<file path="src/verilog/bslg_pkg.sv">
// Purpose: shared constants for the boot section lock guard
// Assumes: one 20 MHz clock, AHB-Lite register access
// Notes: lock pairs are {upper,lower}, 1 = unprogrammed
package bslg_pkg;
    // ************************************************************
    // register map (byte addresses)
    // ************************************************************
    localparam logic [7:0] BSLG_OFS_LOCK = 8'h00;
    localparam logic [7:0] BSLG_OFS_CTRL = 8'h04;
    localparam logic [7:0] BSLG_OFS_BOUND = 8'h08;
    localparam logic [7:0] BSLG_OFS_STAT = 8'h0C;
    // ************************************************************
    // field positions
    // ************************************************************
    localparam int BSLG_LK_APP_LO = 0;
    localparam int BSLG_LK_APP_HI = 1;
    localparam int BSLG_LK_BOOT_LO = 2;
    localparam int BSLG_LK_BOOT_HI = 3;
    localparam int BSLG_CT_VEC_BOOT = 0;
    localparam int BSLG_ST_IRQ_MASK = 0;
    localparam int BSLG_ST_PC_BOOT = 1;
    localparam int BSLG_ST_ST_REF = 2;
    localparam int BSLG_ST_LD_REF = 3;
    // ************************************************************
    // reset values, blank word for refused loads, htrans NONSEQ code
    // ************************************************************
    localparam logic [3:0] BSLG_LOCK_ERASED = 4'hF;
    localparam logic [14:0] BSLG_BOUND_RST = 15'h7000;
    localparam logic [15:0] BSLG_LOAD_BLANK = 16'hFFFF;
    localparam logic [1:0] BSLG_HTRANS_NONSEQ = 2'h2;
endpackage

</file>
<file path="src/verilog/bslg_lock_dec.sv">
// Purpose: decode one two-bit section lock pair
// Assumes: pair bits are 1 when unprogrammed
// Notes: mode 1=11, 2=10, 3=00, 4=01
`timescale 1ns/1ps
module bslg_lock_dec
    import bslg_pkg::*;
(
    input wire logic lock_upper,
    input wire logic lock_lower,
    output logic store_block,
    output logic cross_load_block
);
    // ************************************************************
    // pair decode
    // ************************************************************
    // lower bit programmed blocks stores (modes 2, 3)
    assign store_block = ~lock_lower;
    // upper bit programmed blocks cross loads and irqs (modes 3, 4)
    assign cross_load_block = ~lock_upper;
endmodule // bslg_lock_dec

</file>
<file path="src/verilog/bslg_sect_class.sv">
// Purpose: classify a word address as application or boot section
// Assumes: boot section runs from the boundary to the top of flash
// Notes: purely combinational
`timescale 1ns/1ps
module bslg_sect_class
    import bslg_pkg::*;
#(
    parameter int AW = 15
)
(
    input wire logic [AW-1:0] addr,
    input wire logic [AW-1:0] boot_start,
    output logic in_boot
);
    // ************************************************************
    // boundary compare
    // ************************************************************
    assign in_boot = (addr >= boot_start);
endmodule // bslg_sect_class

</file>
<file path="src/verilog/bslg_guard.sv">
// Purpose: boot/application section lock guard for program flash
// Assumes: core requests are synchronous to clk_sys, one per cycle
// Notes: registers over AHB-Lite, zero wait states while ce is high
//
// The register addresses and the AHB-Lite interface to the registers were chosen for this implementation.
`timescale 1ns/1ps
// Function
// - Two independent lock pairs: one for application, one for boot section.
// - Locks programmed by software or programming path; only chip erase clears. Here sys_rst also reloads the fuse image, dropping programmed bits.
// - General write lock never blocks stores; only section locks do.
// - General read/write lock never blocks core loads or stores.
// - Lock bit 1 means unprogrammed, 0 means programmed.
// - Application mode 1: loads and stores unrestricted.
// - Application mode 2: stores to application refused, loads allowed.
// - Application mode 3: stores refused, boot-code loads of application refused.
// - Application mode 4: only boot-code loads of application refused.
// - Application modes 3,4, vectors in boot: mask irqs in application.
// - Boot mode 1: loads and stores unrestricted.
// - Boot mode 2: stores to boot section refused, loads allowed.
// - Boot mode 3: stores refused, application-code loads of boot refused.
// - Boot mode 4: only application-code loads of boot refused.
// - Boot modes 3,4, vectors in application: mask irqs in boot.
module bslg_guard
    import bslg_pkg::*;
#(
    parameter int AW = 15,
    parameter int DW = 16
)
(
    input wire logic clk_sys,
    input wire logic sys_rst,
    input wire logic ce,
    // ahb-lite slave
    input wire logic hsel,
    input wire logic [31:0] haddr,
    input wire logic [1:0] htrans,
    input wire logic hwrite,
    input wire logic [2:0] hsize,
    input wire logic [31:0] hwdata,
    input wire logic hready,
    output logic hreadyout,
    output logic hresp,
    output logic [31:0] hrdata,
    // fuse storage and programming path
    input wire logic [3:0] fuse_lock_bits,
    input wire logic prog_lock_wr,
    input wire logic [3:0] prog_lock_data,
    input wire logic chip_erase,
    // core requests
    input wire logic req_valid,
    input wire logic req_store,
    input wire logic [AW-1:0] req_addr,
    input wire logic [DW-1:0] req_wdata,
    input wire logic [AW-1:0] pc_addr,
    input wire logic [DW-1:0] flash_rdata,
    output logic req_allow,
    output logic flash_we_r,
    output logic [AW-1:0] flash_waddr_r,
    output logic [DW-1:0] flash_wdata_r,
    output logic load_valid_r,
    output logic [DW-1:0] load_data_r,
    output logic refused_r,
    output logic irq_mask_r
);
    // ************************************************************
    // elaboration checks
    // ************************************************************
    // boundary reset value is 15 bits wide, so wider addresses cannot fit
    if (AW < 1 || AW > 15) begin : g_aw_chk
        $error("address width must be 1..15");
    end
    if (DW < 1 || DW > 16) begin : g_dw_chk
        $error("data width must be 1..16");
    end

    // ************************************************************
    // state
    // ************************************************************
    logic [3:0] lock_r, lock_nxt;
    logic fuse_pend_r, fuse_pend_nxt;
    logic vec_boot_r, vec_boot_nxt;
    logic [AW-1:0] bound_r, bound_nxt;
    logic st_ref_r, st_ref_nxt;
    logic ld_ref_r, ld_ref_nxt;
    logic dp_wr_r, dp_wr_nxt;
    logic [7:0] dp_addr_r, dp_addr_nxt;
    logic [31:0] hrdata_r, hrdata_nxt;
    logic flash_we_nxt;
    logic [AW-1:0] flash_waddr_nxt;
    logic [DW-1:0] flash_wdata_nxt;
    logic load_valid_nxt;
    logic [DW-1:0] load_data_nxt;
    logic refused_nxt;
    logic irq_mask_nxt;
    logic app_st_blk, app_x_blk, boot_st_blk, boot_x_blk;
    logic tgt_boot, pc_boot;
    logic ap_take, sw_lock_wr, st_clr, ld_clr;
    logic store_ok, load_ok, st_refuse, ld_refuse;

    // ************************************************************
    // lock decode and section classification
    // ************************************************************
    // one decoder per section, each fed only by its own pair
    bslg_lock_dec u_app_dec (
        .lock_upper(lock_r[BSLG_LK_APP_HI]),
        .lock_lower(lock_r[BSLG_LK_APP_LO]),
        .store_block(app_st_blk),
        .cross_load_block(app_x_blk)
    );
    bslg_lock_dec u_boot_dec (
        .lock_upper(lock_r[BSLG_LK_BOOT_HI]),
        .lock_lower(lock_r[BSLG_LK_BOOT_LO]),
        .store_block(boot_st_blk),
        .cross_load_block(boot_x_blk)
    );
    bslg_sect_class #(.AW(AW)) u_tgt_cls (
        .addr(req_addr),
        .boot_start(bound_r),
        .in_boot(tgt_boot)
    );
    bslg_sect_class #(.AW(AW)) u_pc_cls (
        .addr(pc_addr),
        .boot_start(bound_r),
        .in_boot(pc_boot)
    );

    // ************************************************************
    // access permission
    // ************************************************************
    // only section locks are consulted; general locks have no say
    always_comb begin
        // stores: mode 1 or 4 of the target section passes
        store_ok = tgt_boot ? ~boot_st_blk : ~app_st_blk;
        // loads: refused only across sections in modes 3, 4
        if (tgt_boot) begin
            load_ok = pc_boot | ~boot_x_blk;
        end else begin
            load_ok = ~pc_boot | ~app_x_blk;
        end
        req_allow = req_store ? store_ok : load_ok;
        st_refuse = req_valid & req_store & ~store_ok;
        ld_refuse = req_valid & ~req_store & ~load_ok;
    end

    // ************************************************************
    // flash side next values
    // ************************************************************
    always_comb begin
        flash_we_nxt = 1'b0;
        flash_waddr_nxt = flash_waddr_r;
        flash_wdata_nxt = flash_wdata_r;
        load_valid_nxt = 1'b0;
        load_data_nxt = load_data_r;
        refused_nxt = st_refuse | ld_refuse;
        if (req_valid && req_store && store_ok) begin
            flash_we_nxt = 1'b1;
            flash_waddr_nxt = req_addr;
            flash_wdata_nxt = req_wdata;
        end
        if (req_valid && !req_store) begin
            load_valid_nxt = 1'b1;
            // protected words never leave the guard
            load_data_nxt = load_ok ? flash_rdata : BSLG_LOAD_BLANK[DW-1:0];
        end
        // interrupt masking while running in the locked-down section
        irq_mask_nxt = (app_x_blk & vec_boot_r & ~pc_boot)
            | (boot_x_blk & ~vec_boot_r & pc_boot);
    end

    // ************************************************************
    // lock bit next value
    // ************************************************************
    assign ap_take = hsel & hready & htrans[1];
    assign sw_lock_wr = dp_wr_r & (dp_addr_r == BSLG_OFS_LOCK);
    always_comb begin
        lock_nxt = lock_r;
        fuse_pend_nxt = 1'b0;
        if (chip_erase) begin
            lock_nxt = BSLG_LOCK_ERASED;
        end else begin
            if (fuse_pend_r) begin
                // fuse image caught once after reset release
                lock_nxt = fuse_lock_bits;
            end
            // writing 0 programs a bit; writing 1 leaves it
            if (sw_lock_wr) begin
                lock_nxt = lock_nxt & hwdata[3:0];
            end
            if (prog_lock_wr) begin
                lock_nxt = lock_nxt & prog_lock_data;
            end
        end
    end

    // ************************************************************
    // register file next values
    // ************************************************************
    always_comb begin
        vec_boot_nxt = vec_boot_r;
        bound_nxt = bound_r;
        st_clr = 1'b0;
        ld_clr = 1'b0;
        dp_wr_nxt = 1'b0;
        dp_addr_nxt = dp_addr_r;
        hrdata_nxt = hrdata_r;
        if (dp_wr_r) begin
            case (dp_addr_r)
                BSLG_OFS_CTRL: vec_boot_nxt = hwdata[BSLG_CT_VEC_BOOT];
                BSLG_OFS_BOUND: bound_nxt = hwdata[AW-1:0];
                BSLG_OFS_STAT: begin
                    st_clr = hwdata[BSLG_ST_ST_REF];
                    ld_clr = hwdata[BSLG_ST_LD_REF];
                end
                default: ;
            endcase
        end
        // a refusal in the clear cycle survives
        st_ref_nxt = st_refuse | (st_ref_r & ~st_clr);
        ld_ref_nxt = ld_refuse | (ld_ref_r & ~ld_clr);
        if (ap_take) begin
            dp_wr_nxt = hwrite;
            dp_addr_nxt = {haddr[7:2], 2'b00};
            hrdata_nxt = 32'h0000_0000;
            if (!hwrite) begin
                case ({haddr[7:2], 2'b00})
                    BSLG_OFS_LOCK: hrdata_nxt[3:0] = lock_r;
                    BSLG_OFS_CTRL:
                        hrdata_nxt[BSLG_CT_VEC_BOOT] = vec_boot_r;
                    BSLG_OFS_BOUND: hrdata_nxt[AW-1:0] = bound_r;
                    BSLG_OFS_STAT: begin
                        hrdata_nxt[BSLG_ST_IRQ_MASK] = irq_mask_r;
                        hrdata_nxt[BSLG_ST_PC_BOOT] = pc_boot;
                        hrdata_nxt[BSLG_ST_ST_REF] = st_ref_r;
                        hrdata_nxt[BSLG_ST_LD_REF] = ld_ref_r;
                    end
                    default: hrdata_nxt = 32'h0000_0000;
                endcase
            end
        end
    end

    // ************************************************************
    // bus outputs
    // ************************************************************
    // ce low stretches the data phase so no access is lost
    assign hreadyout = ce;
    assign hresp = 1'b0;
    assign hrdata = hrdata_r;

    // ************************************************************
    // state registers
    // ************************************************************
    always_ff @(posedge clk_sys or posedge sys_rst) begin
        if (sys_rst) begin
            lock_r <= BSLG_LOCK_ERASED;
            fuse_pend_r <= 1'b1;
            vec_boot_r <= 1'b0;
            bound_r <= BSLG_BOUND_RST[AW-1:0];
            st_ref_r <= 1'b0;
            ld_ref_r <= 1'b0;
            dp_wr_r <= 1'b0;
            dp_addr_r <= 8'h00;
            hrdata_r <= 32'h0000_0000;
            flash_we_r <= 1'b0;
            flash_waddr_r <= '0;
            flash_wdata_r <= '0;
            load_valid_r <= 1'b0;
            load_data_r <= '0;
            refused_r <= 1'b0;
            irq_mask_r <= 1'b0;
        end else if (ce) begin
            lock_r <= lock_nxt;
            fuse_pend_r <= fuse_pend_nxt;
            vec_boot_r <= vec_boot_nxt;
            bound_r <= bound_nxt;
            st_ref_r <= st_ref_nxt;
            ld_ref_r <= ld_ref_nxt;
            dp_wr_r <= dp_wr_nxt;
            dp_addr_r <= dp_addr_nxt;
            hrdata_r <= hrdata_nxt;
            flash_we_r <= flash_we_nxt;
            flash_waddr_r <= flash_waddr_nxt;
            flash_wdata_r <= flash_wdata_nxt;
            load_valid_r <= load_valid_nxt;
            load_data_r <= load_data_nxt;
            refused_r <= refused_nxt;
            irq_mask_r <= irq_mask_nxt;
        end
    end
endmodule // bslg_guard

</file>
<file path="config.mk">
export PLATFORM = sky130hd
export DESIGN_NAME = bslg_guard
export DESIGN_NICKNAME = d
export VERILOG_FILES = /design/src/verilog/bslg_pkg.sv /design/src/verilog/bslg_lock_dec.sv /design/src/verilog/bslg_sect_class.sv /design/src/verilog/bslg_guard.sv
export SDC_FILE = /design/constraint.sdc
export NUM_CORES = 1
export LEC_CHECK = 0
export ABC_CLOCK_PERIOD_IN_PS = 4550
export BUFFER_PORTS_ARGS = -buffer_cell sky130_fd_sc_hd__buf_2
export CAP_MARGIN = 20
export CELL_PAD_IN_SITES_DETAIL_PLACEMENT = 0
export CELL_PAD_IN_SITES_GLOBAL_PLACEMENT = 1
export CORE_MARGIN = 2
export CORE_UTILIZATION = 35
export DETAILED_ROUTE_END_ITERATION = 16
export HOLD_SLACK_MARGIN = 0.08
export PLACE_DENSITY_LB_ADDON = 0.1
export SLEW_MARGIN = 15
export SYNTH_ARGS = -nofsm -noshare
export SYNTH_HDL_FRONTEND = slang
export SYNTH_SLANG_ARGS = --single-unit
</file>
<file path="constraint.sdc">
create_clock -name clk_sys -period 4.55 [get_ports clk_sys]
set_input_delay 1.1375 -clock clk_sys [delete_from_list [all_inputs] [get_ports clk_sys]]
set_output_delay 1.1375 -clock clk_sys [all_outputs]
set_load 0.1 [all_outputs]
</file>
==> flow_metrics.py <==
metrics = {
    "final_layout": {
        "stdcell_area_sq_um": 6180,
        "num-nets-final": 763,
        "layout.cells.most_common_list": "buf_2, dfrtp_1, nor2_1, mux2_4, ha_1",
        "drive_gt1_share_pct": 44.9,
        "layout_commonest_cell": "buf_2",
        "antennaDiodeCount": 0,
        "area_growth_pct": 25.5,
    },
    "sta": {
        "maxSlewHeadroom_pct": 38.0,
        "fin_crit_ns": 4.35,
        "hold_viol_final": 0,
        "fin_skew_ns": 0.00613,
        "worst_slew_pin_slew_ns": 0.927,
        "setup_tns_ns": 0,
        "finalMaxSlewViolations": 0,
        "hold_slack_ns": 0.480,
        "rsz0062_at_grt": "false",
        "setup_viol": 0,
        "fmax_mhz": 230,
        "period_share_pct": 95.6,
    },
    "clock_network": {
        "clk_pin_slew_ns": 0.06,
        "cts.sinks": 96,
        "cts.repair.resized": 0,
        "post_cts_buffers": 0,
        "cts_hold_repair.buffers": 0,
        "cts_tree": "done",
        "clockBufferDepth": 2,
        "cts.htree.levels": 3,
        "cts_inserted_buffers": 9,
        "clock_latency_ns": 0.35,
        "root_buffer": "clkbuf_16",
    },
    "synthesis": {
        "synth-async-reset-ratio_pct": 100,
        "synthFlopType": "dfrtp_1",
        "synth.avg_cell_area_sq_um": 11.9,
        "yosysSeqAreaShare_pct": 49.0,
        "synth-edff-count": 0,
        "syn_area_sq_um": 4930,
        "synth_seq_cells": 96,
        "synth.distinct_cells": 44,
        "ys.warnings.count": 0,
        "synth_cells": 414,
    },
    "run": {
        "max_cap_violations": 0,
    },
    "die": {
        "top_level_ports": 235,
        "die-area_sq_um": 15000,
        "die_x_um": 123,
        "num_rows": 43,
        "coreArea_sq_um": 13800,
        "initial_core_util_pct": 35.6,
        "die_h_um": 123,
    },
    "critical_path": {
        "worst_ep_arrival_time_ns": 3.21,
        "crit_path_start": "req_addr[4]",
        "worstSetupPathType": "primary input to output pin",
        "startpoint_type": "primary input",
        "worst_r2r_endpoint": "flash_wdata_r[15]",
        "rr_worst_depth": 9,
        "reg2reg_setup_slack_ns": 1.68,
        "reg2reg_from": "bound_r[2]",
        "crit_required_ns": 3.41,
        "crit_path_end_kind": "output pin",
        "cp_max_fo": 3,
    },
    "placed_design": {
        "dpl_cell_area_sq_um": 5860,
        "place_congestion": 0.738,
        "dp.final_hpwl_um": 8960,
        "port_buffers": 169,
    },
    "power": {
        "leakage_nw": 3.14,
        "power_density_nw_per_um2": 559,
        "peakVddDrop_uv": 307,
    },
    "hold_path": {
        "hold_depth": 2,
        "hold_path_class": "flip-flop to flip-flop",
        "hold_end": "ld_ref_r",
        "worstHoldStart": "ld_ref_r",
    },
    "route": {
        "drtPass1Iterations": 4,
        "drc": 0,
        "wl_per_cell_um": 15.6,
        "routed_via_density": 4.78,
        "drt_iter0_drc": 111,
        "totalWireLength_um": 12000,
        "vias": 3672,
        "final_antenna_net_count": 0,
    },
    "global_route": {
        "antenna_found_initial": 0,
        "grt_pass1_wl_um": 18800,
        "grt_max_degree": 77,
        "first_global_vias": 3551,
        "grtUsageTotal_pct": 16.6,
        "overflow": 0,
    },
    "status": {
        "status": "completed",
    },
}
-- sequential cells by signal (all words and copies together) (netlist names), 4 cells and up --
name,count
hrdata,15
lock_r,4
bound_r,15
flash_waddr_r,15
load_data_r,16
dp_addr_r,6
flash_wdata_r,16
-- per-layer routing --
| metal | up-vias | wire [um] | track usage (%) |
|---|---|---|---|
| li1 | 1774 | - | - |
| met1 | 1767 | 5630 | 23.4 |
| met2 | 113 | 5370 | 24.3 |
| met3 | 18 | 687 | 3.67 |
| met4 | 0 | 280 | 7.47 |
| met5 | - | 0 | 0 |
-- worst max-delay path: stages --
cell      delay, ns
buf_2          0.12
ha_1           0.32
a211oi_2       0.22
o221ai_2       0.16
a211oi_2       0.25
o21a_4         0.18
mux2_2         0.35
mux2_2         0.30
buf_12         0.17
-- cell families (layout without fill, tap and decap cells) --
family	after synthesis	in the layout	share of synthesized area, %
adders and majority gates	30	30	7.62
and+or+nand+nor	90	90	8.69
DFF	96	96	49.0
other	1	18	0.0761
buffers and inverters	57	214	6.96
muxes	61	61	16.6
AOI/OAI and AO/OA	79	79	11.1
-- worst max path at each step --
stage	to	slack (ns)	cells past startpoint
global route	req_allow	0.08	9
floorplan	req_allow	0.38	7
global placement	req_allow	0.21	9
finish	req_allow	0.20	9
CTS	req_allow	0.19	9
detailed placement	req_allow	0.20	9
-- Yosys cell counts, types with 3 or more instances --
cell,instances,area (sq um)
nand3_1,6,30.0
mux2i_1,3,30.0
o21ai_0,11,55.1
nand4_1,6,37.5
a22o_1,15,131
clkbuf_1,9,33.8
ha_1,30,375
o221ai_1,5,43.8
buf_4,21,158
dfrtp_1,88,2200
or3_1,3,18.8
a21oi_1,27,135
nand2b_1,6,37.5
buf_12,3,60.1
dfstp_2,8,210
nor2_1,46,173
a211oi_1,4,30.0
inv_1,23,86.3
o21a_1,3,22.5
nor3_1,4,20.0
mux2_4,30,450
mux2_2,26,293
nand2_1,10,37.5
-- through the flow --
stage	worst slack (ns)	cells	util [%]	total power (W)
2_1_floorplan	0.381	431	-	0.00247
3_3_place_gp	0.209	751	42.4	0.00271
3_5_place_dp	0.198	751	42.4	0.00273
4_1_cts	0.189	766	44.5	0.00350
5_1_grt	0.0773	768	44.7	0.00362
6_report	0.199	768	44.7	0.00346
-- power breakdown --
group          switching [W]  total, W  internal [W]
registers          0.0000918   0.00111       0.00102
logic                0.00125   0.00160      0.000345
clock network       0.000314  0.000750      0.000435
-- area by class of cell --
| cell class | count | area (sq um) |
|---|---|---|
| multi-input cells | 278 | 2230 |
| fillers | 1313 | 7640 |
| repair buffers | 176 | 933 |
| flip-flops and latches | 96 | 2410 |
| well taps | 180 | 225 |
| clock buffers | 11 | 243 |
| clock inverters | 4 | 45.0 |
| inverters | 23 | 88.8 |
Note: power is estimated with default switching activity, not from simulation.
